$ cat config.mk
export PLATFORM = sky130hd
export DESIGN_NAME = tcci_top
export DESIGN_NICKNAME = d
export VERILOG_FILES = /design/src/tcci_pkg.sv /design/src/tcci_ctl_if.sv /design/src/tcci_cnt_core.sv /design/src/tcci_flag_bank.sv /design/src/tcci_top.sv
export VERILOG_INCLUDE_DIRS = /design/src
export SDC_FILE = /design/constraint.sdc
export NUM_CORES = 1
export LEC_CHECK = 0
export ABC_CLOCK_PERIOD_IN_PS = 10100
export BUFFER_PORTS_ARGS = -buffer_cell sky130_fd_sc_hd__clkbuf_2
export CORE_MARGIN = 4
export CORE_UTILIZATION = 60
export DETAILED_ROUTE_END_ITERATION = 8
export GPL_TIMING_DRIVEN = 0
export PLACE_DENSITY = 0.84
export SETUP_SLACK_MARGIN = 0.4
export SKIP_CTS_REPAIR_TIMING = 1
export SLEW_MARGIN = 40
export SYNTH_ARGS = -nofsm -noshare
export SYNTH_HDL_FRONTEND = slang
export SYNTH_SLANG_ARGS = --single-unit
$ cat constraint.sdc
create_clock -name i_clk -period 10.1 [get_ports i_clk]
set_input_delay 1.515 -clock i_clk [delete_from_list [all_inputs] [get_ports i_clk]]
set_output_delay 1.515 -clock i_clk [all_outputs]
set_load 0.05 [all_outputs]
$ cat src/tcci_params.svh
// Constants of the timer control and event-reporting block: register offsets,
// field positions, reset values and internal timing counts.
// Assumes it is included by bare name into packages and modules that need it.
`ifndef TCCI_PARAMS_SVH
`define TCCI_PARAMS_SVH

// Register byte offsets on the register port.
`define TCCI_OFF_CMD_STAT     12'h000
`define TCCI_OFF_STATUS       12'h020
`define TCCI_OFF_INT_VIEW     12'h024
`define TCCI_OFF_INT_MASK     12'h028
`define TCCI_OFF_CNT_VALUE    12'h050
`define TCCI_OFF_CNT_UPPER    12'h060

// Command and status fields of the command/status register.
`define TCCI_BIT_GO           0
`define TCCI_BIT_HALT         1
`define TCCI_BIT_CLEAR        2
`define TCCI_BIT_RUNNING      16
`define TCCI_BIT_CLR_DONE     17
`define TCCI_BIT_RST_RELEASED 18

// Field positions of the event status, mask and interrupt view registers.
`define TCCI_POS_EVENT_LO     0
`define TCCI_POS_FAULT_LO     8
`define TCCI_POS_TOP          16
`define TCCI_POS_OVR_A        24
`define TCCI_POS_OVR_B        25

// Defined bits of the status layout and reset values.
`define TCCI_FLAG_VALID       32'h0301_3F3F
`define TCCI_MASK_RESET       32'h0301_3F3F
`define TCCI_UPPER_RESET      32'hFFFF_FFFF
`define TCCI_ZERO32           32'h0000_0000

// Internal settle time of a go, halt or clear command and its cycle count.
`define TCCI_CLK_PERIOD_NS    100
`define TCCI_SETTLE_NS        300
`define TCCI_SETTLE_CYC       ((`TCCI_SETTLE_NS + `TCCI_CLK_PERIOD_NS - 1) / `TCCI_CLK_PERIOD_NS)

`endif

$ cat src/tcci_pkg.sv
// Types shared by the timer control block: state enum and state structs.
// Assumes tcci_params.svh is on the include path.
package tcci_pkg;

  // Running-state of the main counter as seen from the bus side.
  typedef enum logic [1:0] {
    RUN_OFF,
    RUN_ARMING,
    RUN_ON,
    RUN_DISARMING
  } tcci_run_e;

  // Whole state of the counter core.
  typedef struct packed {
    tcci_run_e   run_st;
    logic [3:0]  run_lat;
    logic        clr_busy;
    logic [3:0]  clr_lat;
    logic        clr_done;
    logic [31:0] count;
    logic        top_hit;
    logic        chan_clr;
  } tcci_core_s;

  // Whole state of the sticky flag bank.
  typedef struct packed {
    logic [31:0] flags;
  } tcci_flag_s;

  // Whole state of the top level.
  typedef struct packed {
    logic [31:0] rdata;
    logic [31:0] mask;
    logic [31:0] upper;
    logic        rst_seen;
    logic [1:0]  cap_pend;
    logic        go;
    logic        halt;
    logic        clr;
  } tcci_top_s;

endpackage

$ cat src/tcci_ctl_if.sv
// Interface between the top level and the counter core.
// Assumes both ends run on the same clock.
`timescale 1ns/1ps
interface tcci_ctl_if;
  logic        go;        // One-cycle start command.
  logic        halt;      // One-cycle stop command.
  logic        clr;       // One-cycle clear command.
  logic [31:0] upper;     // Programmed top value.
  logic        run;       // Counter enabled internally.
  logic        clr_done;  // Last clear has completed.
  logic [31:0] count;     // Main counter value.
  logic        top_hit;   // One-cycle pulse when the top value is reached.
  logic        chan_clr;  // One-cycle pulse that zeroes channel outputs.

  modport core (input go, halt, clr, upper, output run, clr_done, count, top_hit, chan_clr);
  modport ctl  (output go, halt, clr, upper, input run, clr_done, count, top_hit, chan_clr);
endinterface

$ cat src/tcci_cnt_core.sv
// Main counter with lagging run status and a timed clear sequence.
// Assumes one-cycle command pulses from the control side on the same clock.
`timescale 1ns/1ps
`include "tcci_params.svh"
module tcci_cnt_core #(
  parameter int SETTLE_CYC = `TCCI_SETTLE_CYC
) (
  input  wire logic i_clk,
  input  wire logic i_rst,
  tcci_ctl_if.core  ctl
);
  import tcci_pkg::*;

  localparam logic [3:0] LAT_LOAD = 4'(SETTLE_CYC - 1);

  tcci_core_s st_r;   // Registered state.
  tcci_core_s st_nxt; // Next state.

  ////////////////////////////////////////////////////////////////////////////
  // Next-state logic: run state, clear sequence and counting.
  always_comb begin
    st_nxt          = st_r;
    st_nxt.top_hit  = 1'b0;
    st_nxt.chan_clr = 1'b0;
    // Status reads 1 only after the settle delay, lagging the command.
    case (st_r.run_st)
      RUN_OFF: begin
        if (ctl.go && !ctl.halt) begin // [RL5]
          st_nxt.run_st  = RUN_ARMING;
          st_nxt.run_lat = LAT_LOAD;
        end
      end
      RUN_ARMING: begin
        if (ctl.halt) begin // [RL6]
          st_nxt.run_st = RUN_OFF;
        end else if (st_r.run_lat == 4'h0) begin
          st_nxt.run_st = RUN_ON; // [RL7]
        end else begin
          st_nxt.run_lat = st_r.run_lat - 4'h1;
        end
      end
      RUN_ON: begin
        if (ctl.halt) begin // [RL6]
          st_nxt.run_st  = RUN_DISARMING;
          st_nxt.run_lat = LAT_LOAD;
        end
      end
      RUN_DISARMING: begin
        // The counter still counts until the stop really lands.
        if (ctl.go && !ctl.halt) begin
          st_nxt.run_st = RUN_ON;
        end else if (st_r.run_lat == 4'h0) begin
          st_nxt.run_st = RUN_OFF; // [RL7]
        end else begin
          st_nxt.run_lat = st_r.run_lat - 4'h1;
        end
      end
      default: begin
        st_nxt.run_st = RUN_OFF;
      end
    endcase
    // Counting while enabled; wrap to zero at the top value.
    if (st_r.run_st == RUN_ON || st_r.run_st == RUN_DISARMING) begin
      if (st_r.count == ctl.upper) begin
        st_nxt.count   = `TCCI_ZERO32;
        st_nxt.top_hit = 1'b1; // [RL10]
      end else begin
        st_nxt.count = st_r.count + 32'h0000_0001;
      end
    end
    // Clear sequence: done drops at once and returns when the clear lands.
    if (ctl.clr) begin
      st_nxt.clr_busy = 1'b1;
      st_nxt.clr_lat  = LAT_LOAD;
      st_nxt.clr_done = 1'b0; // [RL2]
    end else if (st_r.clr_busy) begin
      if (st_r.clr_lat == 4'h0) begin
        st_nxt.clr_busy = 1'b0;
        st_nxt.clr_done = 1'b1; // [RL2]
        st_nxt.count    = `TCCI_ZERO32; // [RL3]
        st_nxt.chan_clr = 1'b1; // [RL3]
        st_nxt.top_hit  = 1'b0;
      end else begin
        st_nxt.clr_lat = st_r.clr_lat - 4'h1;
      end
    end
  end

  ////////////////////////////////////////////////////////////////////////////
  // State register.
  always_ff @(posedge i_clk or posedge i_rst) begin
    if (i_rst) begin
      st_r <= '{run_st: RUN_OFF, default: '0};
    end else begin
      st_r <= st_nxt;
    end
  end

  assign ctl.run      = (st_r.run_st == RUN_ON) || (st_r.run_st == RUN_DISARMING);
  assign ctl.clr_done = st_r.clr_done;
  assign ctl.count    = st_r.count;
  assign ctl.top_hit  = st_r.top_hit;
  assign ctl.chan_clr = st_r.chan_clr;
endmodule

$ cat src/tcci_flag_bank.sv
// Sticky write-one-to-clear flag bank with set-over-clear priority.
// Assumes set and clear vectors come from logic on the same clock.
`timescale 1ns/1ps
module tcci_flag_bank #(
  parameter int          W     = 32,
  parameter logic [31:0] VALID = 32'hFFFF_FFFF
) (
  input  wire logic         i_clk,
  input  wire logic         i_rst,
  input  wire logic [W-1:0] i_set,
  input  wire logic [W-1:0] i_clr,
  output logic      [W-1:0] o_flags
);
  import tcci_pkg::*;

  tcci_flag_s   st_r;    // Registered flags.
  tcci_flag_s   st_nxt;  // Next flags.
  logic [W-1:0] bit_nxt; // Per-bit next value from the generate loop.

  ////////////////////////////////////////////////////////////////////////////
  // Each bit holds until cleared; a set in the clearing cycle wins, so an
  // event that lands while software clears is never lost.
  // Undefined bits are tied to zero so reserved places read harmless.
  for (genvar b = 0; b < W; b++) begin : g_bit
    assign bit_nxt[b] = VALID[b] ? (i_set[b] | (st_r.flags[b] & ~i_clr[b])) : 1'b0; // [RL17]
  end

  // Whole next state is filled in one place.
  always_comb begin
    st_nxt       = st_r;
    st_nxt.flags = 32'(bit_nxt);
  end

  // Flags come up cleared.
  always_ff @(posedge i_clk or posedge i_rst) begin
    if (i_rst) begin
      st_r <= '0;
    end else begin
      st_r <= st_nxt;
    end
  end

  assign o_flags = st_r.flags[W-1:0];
endmodule

$ cat src/tcci_top.sv
// Top of the timer control and event-reporting block: register port,
// command decode, event status, mask, interrupt view and interrupt line.
// Assumes event, capture and DMA inputs come from channel logic on i_clk.
`timescale 1ns/1ps
`include "tcci_params.svh"

// Functional notes
// [RL1] Reset-released bit reads 0, then 1.
// [RL2] Clear drops done bit until clear completes.
// [RL3] Clear zeroes counter and channel outputs.
// [RL4] Software waits for clear done before writing.
// [RL5] Go enables counter; zero writes do nothing.
// [RL6] Halt disables counter; poll running bit.
// [RL7] Running bit lags real enable and disable.
// [RL8] Six channel event flags, write-one clear.
// [RL9] Six channel fault flags, write-one clear.
// [RL10] Top-reached flag set at upper value.
// [RL11] Capture DMA overrun flags, write-one clear.
// [RL12] View bit is status unless masked.
// [RL13] Interrupt high while any view bit set.
// [RL14] View read-only, same layout, reset zero.
// [RL15] Reserved bits read zero, writes ignored.
// [RL16] Mask one suppresses; mask resets to ones.
// [RL17] Set wins over same-cycle clear.
// [RL18] Command bits are pulses, read zero.
module tcci_top #(
  parameter int SETTLE_CYC = `TCCI_SETTLE_CYC
) (
  input  wire logic        i_clk,
  input  wire logic        i_rst,
  input  wire logic [11:0] i_addr,
  input  wire logic [31:0] i_wdata,
  input  wire logic        i_wr,
  input  wire logic        i_rd,
  output logic      [31:0] o_rdata,
  input  wire logic [5:0]  i_chan_event,
  input  wire logic [5:0]  i_chan_fault,
  input  wire logic [1:0]  i_capture,
  input  wire logic [1:0]  i_dma_taken,
  output logic      [31:0] o_count,
  output logic             o_chan_clear,
  output logic             o_irq
);
  import tcci_pkg::*;

  ////////////////////////////////////////////////////////////////////////////
  // Address decode helper, used by both the write and the read paths.
  function automatic logic hit(input logic [11:0] addr, input logic [11:0] off);
    hit = (addr == off);
  endfunction

  tcci_top_s   st_r;       // Registered state.
  tcci_top_s   st_nxt;     // Next state.
  tcci_ctl_if  ctl ();     // Link to the counter core.
  logic [31:0] status;     // Sticky event flags.
  logic [31:0] flag_set;   // Hardware set vector.
  logic [31:0] flag_clr;   // Software write-one-to-clear vector.
  logic [31:0] int_view;   // Masked interrupt view.
  logic [1:0]  overrun;    // Capture overrun events.
  logic        wr_cmd;     // Write to the command/status register.
  logic        wr_status;  // Write to the event status register.
  logic        wr_mask;    // Write to the mask register.
  logic        wr_upper;   // Write to the upper value register.

  ////////////////////////////////////////////////////////////////////////////
  // Counter core and sticky flag bank.
  tcci_cnt_core #(
    .SETTLE_CYC (SETTLE_CYC)
  ) u_core (
    .i_clk (i_clk),
    .i_rst (i_rst),
    .ctl   (ctl)
  );

  tcci_flag_bank #(
    .W     (32),
    .VALID (`TCCI_FLAG_VALID)
  ) u_flags (
    .i_clk   (i_clk),
    .i_rst   (i_rst),
    .i_set   (flag_set),
    .i_clr   (flag_clr),
    .o_flags (status)
  );

  ////////////////////////////////////////////////////////////////////////////
  // Write decode. Writes to read-only or reserved places are dropped.
  assign wr_cmd    = i_wr && hit(i_addr, `TCCI_OFF_CMD_STAT);
  assign wr_status = i_wr && hit(i_addr, `TCCI_OFF_STATUS);
  assign wr_mask   = i_wr && hit(i_addr, `TCCI_OFF_INT_MASK);
  assign wr_upper  = i_wr && hit(i_addr, `TCCI_OFF_CNT_UPPER);

  // Overrun when a new capture meets data the DMA has not yet taken.
  // A take in the same cycle empties the slot first, so no overrun then.
  for (genvar d = 0; d < 2; d++) begin : g_ovr
    assign overrun[d] = i_capture[d] && st_r.cap_pend[d] && !i_dma_taken[d]; // [RL11]
  end

  // Hardware set sources placed at their status positions.
  always_comb begin
    flag_set = `TCCI_ZERO32;
    flag_set[`TCCI_POS_EVENT_LO +: 6] = i_chan_event; // [RL8]
    flag_set[`TCCI_POS_FAULT_LO +: 6] = i_chan_fault; // [RL9]
    flag_set[`TCCI_POS_TOP]           = ctl.top_hit; // [RL10]
    flag_set[`TCCI_POS_OVR_A]         = overrun[0]; // [RL11]
    flag_set[`TCCI_POS_OVR_B]         = overrun[1]; // [RL11]
  end

  // Software clears with ones; the bank keeps a set that lands together.
  assign flag_clr = wr_status ? i_wdata : `TCCI_ZERO32; // [RL8] [RL9] [RL17]

  ////////////////////////////////////////////////////////////////////////////
  // Interrupt view and line. The view is pure logic over two registers,
  // so it never needs its own reset and is zero while status is zero.
  assign int_view = status & ~st_r.mask & `TCCI_FLAG_VALID; // [RL12] [RL14]
  assign o_irq    = |int_view; // [RL13]

  ////////////////////////////////////////////////////////////////////////////
  // Next-state logic: commands, registers and read data.
  always_comb begin
    st_nxt = st_r;
    // Reset release is seen on the first edge after reset drops.
    st_nxt.rst_seen = 1'b1; // [RL1]
    // Command bits are one-cycle pulses and are never stored.
    // A halt written with a go in one word wins over the go.
    st_nxt.go   = wr_cmd && i_wdata[`TCCI_BIT_GO] && !i_wdata[`TCCI_BIT_HALT]; // [RL5] [RL18]
    st_nxt.halt = wr_cmd && i_wdata[`TCCI_BIT_HALT]; // [RL6] [RL18]
    st_nxt.clr  = wr_cmd && i_wdata[`TCCI_BIT_CLEAR]; // [RL3] [RL18]
    // Mask holds only defined bits; reserved bits stay zero.
    if (wr_mask) begin
      st_nxt.mask = i_wdata & `TCCI_FLAG_VALID; // [RL16] [RL15]
    end
    if (wr_upper) begin
      st_nxt.upper = i_wdata;
    end
    // Capture slots fill on capture and empty when the DMA takes them.
    for (int d = 0; d < 2; d++) begin
      if (i_capture[d]) begin
        st_nxt.cap_pend[d] = 1'b1;
      end else if (i_dma_taken[d]) begin
        st_nxt.cap_pend[d] = 1'b0;
      end
    end
    // Read data stand only in the cycle after the read strobe.
    st_nxt.rdata = `TCCI_ZERO32;
    if (i_rd) begin
      if (hit(i_addr, `TCCI_OFF_CMD_STAT)) begin
        // Command bits read zero; reserved bits read zero.
        st_nxt.rdata[`TCCI_BIT_RST_RELEASED] = st_r.rst_seen; // [RL1] [RL18]
        st_nxt.rdata[`TCCI_BIT_CLR_DONE]     = ctl.clr_done; // [RL2]
        st_nxt.rdata[`TCCI_BIT_RUNNING]      = ctl.run; // [RL7]
      end else if (hit(i_addr, `TCCI_OFF_STATUS)) begin
        st_nxt.rdata = status; // [RL15]
      end else if (hit(i_addr, `TCCI_OFF_INT_VIEW)) begin
        st_nxt.rdata = int_view; // [RL14]
      end else if (hit(i_addr, `TCCI_OFF_INT_MASK)) begin
        st_nxt.rdata = st_r.mask;
      end else if (hit(i_addr, `TCCI_OFF_CNT_VALUE)) begin
        st_nxt.rdata = ctl.count;
      end else if (hit(i_addr, `TCCI_OFF_CNT_UPPER)) begin
        st_nxt.rdata = st_r.upper;
      end else begin
        // Unmapped addresses answer with zero.
        st_nxt.rdata = `TCCI_ZERO32;
      end
    end
  end

  ////////////////////////////////////////////////////////////////////////////
  // State register. The mask comes up with every defined bit set so no event interrupts
  // before software has chosen what it wants to see.
  always_ff @(posedge i_clk or posedge i_rst) begin
    if (i_rst) begin
      st_r <= '{mask: `TCCI_MASK_RESET, upper: `TCCI_UPPER_RESET, default: '0}; // [RL16]
    end else begin
      st_r <= st_nxt;
    end
  end

  ////////////////////////////////////////////////////////////////////////////
  // Core hookup and outputs.
  assign ctl.go       = st_r.go;
  assign ctl.halt     = st_r.halt;
  assign ctl.clr      = st_r.clr;
  assign ctl.upper    = st_r.upper;
  assign o_rdata      = st_r.rdata;
  assign o_count      = ctl.count;
  assign o_chan_clear = ctl.chan_clr; // [RL3]
endmodule

==> results.cfg, run 1 <==
[sta]
fmax_mhz = 292
clock_skew_ps = 8.42
period_share = 0.339
period_minus_slack_ps = 3420
tns_ps = 0
finalWorstSetupSlack_ps = 6680
worstMarginPinSlew_ps = 808
hold_ws_ps = 478
rsz0062_at_grt = false
slew-limit-headroom = 0.457
final-hold-violation-count = 0
setup_viol = 0
slew_viol_final = 0

[hold_path]
hp-class = register to register
whs_path_depth = 1

[cts]
htree_num_levels = 4
cts_buffer_depth = 2
cts_sinks = 146
cts.clk_slew.worst_paths_ps = 50
cts_root_buffer = clkbuf_16
tritoncts = built
clock_latency_ps = 420
cts_buffers = 17

[synth]
synth_cell_type_count = 59
avgSynthCellArea_um2 = 10.7
synth_edf_count = 0
synthSimpleGateAreaFrac = 0.145
synth-compound-area-share = 0.116
synth_top_family_by_area = simple AND/OR/NAND/NOR gates
synthCells = 715
synth_fa_ha_area_frac = 0.00491
ys_seq_area_frac = 0.486
synth-main-ff-cell = dfrtp_1
syn_area_mm2 = 0.00764
synth_xor_area_frac = 0.0734
synth_nets = 782
synthMuxAreaShare = 0.0706
yosysWarnings = 0
synthArstFlopShare = 1.00
ys_seq_elements = 146

[route]
vias_per_cell = 5.71
wirelength_mm = 19.5
drc = 0
drt_iter0_drc = 459
postRouteAntennaNets = 0
num_vias = 5956
dr.pass1.iters = 5
wl_per_cell_um = 18.7

[floorplan]
core_area_mm2 = 0.0122
ios = 130
die_w_um = 121
die_area_mm2 = 0.0146
die_y_um = 121
initial_utilization = 0.625
rows = 40

[place]
dp_hpwl_mm = 14.4
gp_congestion = 0.923
pre_cts_ws_ps = 6620
portBuffers = 127

[global_routing]
grt_overflow = 0
use_met3 = 0.0571
grt_max_degree = 75
grt_pass1_vias = 6082
track_usage = 0.276
use_met1 = 0.347
top_usage_layer = met2
met2_usage = 0.467
grt_pass1_wl_mm = 31.3
antenna_found_initial = 0

[power]
leakage_nw = 4.57
powerDensity_mw_per_mm2 = 145
ir_worst_vdd_mv = 0.137

[critical_path]
cp-start-kind = register
critPathMaxFanout = 4
critical_path_class = register to output pin
r2r_cells = 7
required_ps = 8590
worstPathArrival_ps = 1910
worstSetupEndpointType = output pin

[final_layout]
layout.nets = 929
antenna-diode-count = 0
drive_gt1_frac = 0.405
syn_to_final_growth_pct = 19.4
utilization = 0.747

[outcome]
status = finished, final reports clean

[job]
maxCapViolCount = 0
-- stage by stage --
step | total power, mW | cell area (um^2) | cells
detailed placement | 0.693 | 8520 | 1011
global route | 1.36 | 9120 | 1043
CTS | 1.33 | 9110 | 1043
finish | 1.32 | 9120 | 1043
floorplan | 0.658 | 7640 | 715
global placement | 0.689 | 8480 | 1010
-- logic make-up after synthesis --
family          after synthesis
simple gates                198
flops                       146
buf+inv                     132
compound gates              123
xor+xnor                     64
mux                          48
fa+ha+maj                     3
other cells                   1
-- Yosys cell counts (5+ instances only) --
library cell	n	area, um^2
buf_4	69	518
inv_1	31	116
dfstp_2	47	1230
xor2_1	45	394
nor2_1	66	248
dfrtp_1	99	2480
nand2_1	31	116
nand3_1	18	90.1
clkbuf_1	12	45.0
a221oi_1	17	149
o21ai_0	10	50.1
buf_2	18	90.1
a21o_1	16	120
xnor2_1	19	166
a21oi_1	15	75.1
a22oi_1	16	120
and3_1	8	50.1
o22ai_1	20	125
a211oi_1	14	105
nand4_1	14	87.6
nor3_1	7	35.0
nor2b_1	5	31.3
mux2_2	47	529
nor4_1	15	93.8
-- cell type report --
cell class / count / area [um^2]
Sequential cell: 146 / 3710
Multi-Input combinational cell: 437 / 3140
Fill cell: 871 / 3090
Buffer: 101 / 676
Timing Repair Buffer: 128 / 663
Clock buffer: 27 / 493
Tap cell: 168 / 210
Inverter: 31 / 124
Clock inverter: 5 / 100
-- state kept, by name, indices dropped and copies added (netlist names) --
signal / flops
u_flags.o_flags: 15
ctl.halt: 1
o_rdata: 32
ctl.clr: 1
u_core.ctl.clr_done: 1
u_core.st_r: 11
u_core.ctl.count: 32
ctl.upper: 32
st_r: 18
ctl.go: 1
u_core.ctl.chan_clr: 1
u_core.ctl.top_hit: 1
-- critical path, cell delays in order (launching register included) --
cell and delay [ps]:
dfstp_2 540, o22ai_1 100, nor4_1 410, nand3_1 160
clkbuf_2 270
-- power breakdown --
part | leakage (nW) | internal, mW | switching (mW)
combinational | 2.50 | 0.0290 | 0.0523
sequential | 1.78 | 0.593 | 0.00986
clock | 0.290 | 0.408 | 0.230
total | 4.57 | 1.03 | 0.293
-- worst paths after layout --
kind                            slack, ps              endpoint                  from
worst max register to register       7510  u_core.ctl.count[19]  u_core.ctl.count[16]
worst min-delay path                  480    u_flags.o_flags[3]    u_flags.o_flags[3]
max in group asynchronous            8200              st_r[63]                 i_rst
worst max-delay path                 6680                 o_irq              st_r[63]
min in group asynchronous            1140       u_core.st_r[35]                 i_rst
worst min register to register        480    u_flags.o_flags[3]    u_flags.o_flags[3]
-- per-layer routing --
| layer | wire length (um) | up-vias | part of all wire |
|---|---|---|---|
| met5 | 0 | - | 0 |
| met2 | 9760 | 262 | 0.50 |
| met3 | 1400 | 43 | 0.072 |
| met1 | 7750 | 2902 | 0.40 |
| met4 | 548 | 0 | 0.028 |
| li1 | - | 2749 | - |
-- placed cells by master, fill, tap and decap left out, types with 18 or more instances in the layout --
| cell | instances |
|---|---|
| xor2_1 | 45 |
| clkbuf_2 | 127 |
| mux2_2 | 47 |
| xnor2_1 | 19 |
| dfstp_2 | 47 |
| nor2_1 | 66 |
| clkbuf_1 | 19 |
| buf_4 | 69 |
| nand3_1 | 18 |
| o22ai_1 | 20 |
| buf_2 | 18 |
| inv_1 | 30 |
| nand2_1 | 31 |
| dfrtp_1 | 99 |
Note: power is estimated with default switching activity, not from simulation.
==> run 2: changes to the inputs <==
--- a/config.mk
+++ b/config.mk
@@ -6,13 +6,13 @@
 export SDC_FILE = /design/constraint.sdc
 export NUM_CORES = 1
 export LEC_CHECK = 0
-export ABC_CLOCK_PERIOD_IN_PS = 10100
+export ABC_CLOCK_PERIOD_IN_PS = 3300
 export BUFFER_PORTS_ARGS = -buffer_cell sky130_fd_sc_hd__clkbuf_2
 export CORE_MARGIN = 4
-export CORE_UTILIZATION = 60
+export CORE_UTILIZATION = 57
 export DETAILED_ROUTE_END_ITERATION = 8
 export GPL_TIMING_DRIVEN = 0
-export PLACE_DENSITY = 0.84
+export PLACE_DENSITY = 0.81
 export SETUP_SLACK_MARGIN = 0.4
 export SKIP_CTS_REPAIR_TIMING = 1
 export SLEW_MARGIN = 40
==> constraint.sdc (replaced) <==
create_clock -name i_clk -period 3.3 [get_ports i_clk]
set_input_delay 0.495 -clock i_clk [delete_from_list [all_inputs] [get_ports i_clk]]
set_output_delay 0.495 -clock i_clk [all_outputs]
set_load 0.05 [all_outputs]
==> results.cfg, run 2 (synthesized netlist as in run 1, its figures left out) <==
[final_layout]
drive_gt1_frac = 0.417
syn_to_final_growth_pct = 21.6
layout_commonest_cell = clkbuf_2
layout_common_cells = clkbuf_2 (127), dfrtp_1 (99), buf_4 (69)
utilization = 0.704
layout.nets = 935
antenna-diode-count = 0

[place]
gp_congestion = 0.939
portBuffers = 127
dp_hpwl_mm = 14.0
pre_cts_ws_ps = 800

[floorplan]
die_w_um = 124
core_area_mm2 = 0.0132
initial_utilization = 0.579
die_area_mm2 = 0.0153
rows = 42
die_y_um = 124
ios = 130

[route]
postRouteAntennaNets = 0
wl_per_cell_um = 17.8
drc = 0
num_vias = 5937
wl_met2_mm = 9.20
topRoutingLayerUsed = met4
vias_per_cell = 5.62
met3_length_mm = 1.27
drt_iter0_drc = 468
wirelength_mm = 18.8
dr.pass1.iters = 6
wl_met1_mm = 7.75

[global_routing]
track_usage = 0.257
grt_pass1_wl_mm = 30.1
antenna_found_initial = 0
grt_pass1_vias = 5899
grt_overflow = 0
grt_max_degree = 25

[sta]
period_share = 0.753
setup_viol = 0
slew-limit-headroom = 0.549
rsz0062_at_grt = false
finalWorstSetupSlack_ps = 814
period_minus_slack_ps = 2490
clock_skew_ps = 5.64
final-hold-violation-count = 0
worstMarginPinSlew_ps = 676
fmax_mhz = 402
tns_ps = 0
slew_viol_final = 0

[critical_path]
critical_path_class = register to register
critPathMaxFanout = 10
critPathMaxStageDelay_ps = 540
cp-start-kind = register
path_cells = xor2_1 > nor4_1 > nand4_1 > o31ai_2 > buf_4 > buf_6 > nor2_1
crit_slowest_cell = nor4_1
worstSetupEndpointType = register
required_ps = 3610
worstPathArrival_ps = 2800

[cts]
clock_latency_ps = 420
htree_num_levels = 4
cts.clk_slew.worst_paths_ps = 60
cts_buffer_depth = 2
tritoncts = built
cts_sinks = 146
cts_buffers = 17
cts_root_buffer = clkbuf_16

[power]
powerDensity_mw_per_mm2 = 439
pwr-share-comb = 0.066
power_frac_seq = 0.452
p_int_mw = 3.13
p_switching_uw = 948
switching_share = 0.233
ir_worst_vdd_mv = 0.441
clkPwrFrac = 0.482
leakage_nw = 4.63

[job]
maxCapViolCount = 0

[outcome]
status = finished, final reports clean

[hold_path]
hp-class = primary input to asynchronous set/reset pin
[run 2: cell types whose count changed in the layout (fill, tap and decap cells not counted), sizes merged]
| cell | before | now |
|---|---|---|
| clkbuf | 166 | 158 |
| buf | 90 | 96 |
| clkinv | 2 | 4 |
| clkinvlp | 0 | 6 |
[run 2: final timing paths]
kind	from	endpoint	slack, ps	cells past startpoint
hold reg to reg	u_flags.o_flags[4]	u_flags.o_flags[4]	470	1
setup / recovery	u_core.ctl.count[16]	u_core.ctl.count[19]	810	7
hold / removal	i_rst	o_rdata[14]	20	2
max in group asynchronous	i_rst	st_r[38]	2250	6
setup reg to reg	u_core.ctl.count[16]	u_core.ctl.count[19]	810	7
min in group i_clk	i_chan_event[4]	u_flags.o_flags[4]	250	2
[run 2: per-stage QoR]
step	area (um^2)	power [mW]	cells	hold slack [ps]
after floorplan	7640	2.01	715	404
after global placement	8500	2.11	1018	460
after detailed placement	8670	2.14	1025	455
after CTS	9270	4.10	1057	17.5
after global routing	9280	4.21	1057	35.8
final	9280	4.07	1057	21.1
[run 2: critical path: cells and delay by family (launching register included)]
family                 cells  cell delay (ps)
AO/OA/AOI/OAI              1              330
XOR/XNOR                   1              260
buffers and inverters      2              390
flip-flops                 1              500
AND/OR/NAND/NOR            3              890
[run 2: final cells by class]
class                      instances  area, um^2
fill                             946        3910
timing repair buffer             134         808
buffer                           101         676
tap                              176         220
clock inverter                    13         160
multi-input combinational        437        3140
clock buffer                      19         443
sequential                       146        3710
inverter                          31         120
[run 2: routing by layer]
| layer | global-route usage | vias to the layer above |
|---|---|---|
| met5 | 0 | - |
| met4 | 0.109 | 0 |
| met3 | 0.0668 | 44 |
| met2 | 0.418 | 213 |
| met1 | 0.327 | 2917 |
| li1 | - | 2763 |
[run 2: power by group through the flow]
| stage | Clock [mW] | Combinational (mW) | Sequential [mW] |
|---|---|---|---|
| 2_1_floorplan | 0 | 0.151 | 1.86 |
| 3_3_place_gp | 0 | 0.239 | 1.87 |
| 3_5_place_dp | 0 | 0.268 | 1.87 |
| 4_1_cts | 1.98 | 0.272 | 1.84 |
| 5_1_grt | 2.07 | 0.294 | 1.85 |
| 6_report | 1.96 | 0.269 | 1.84 |
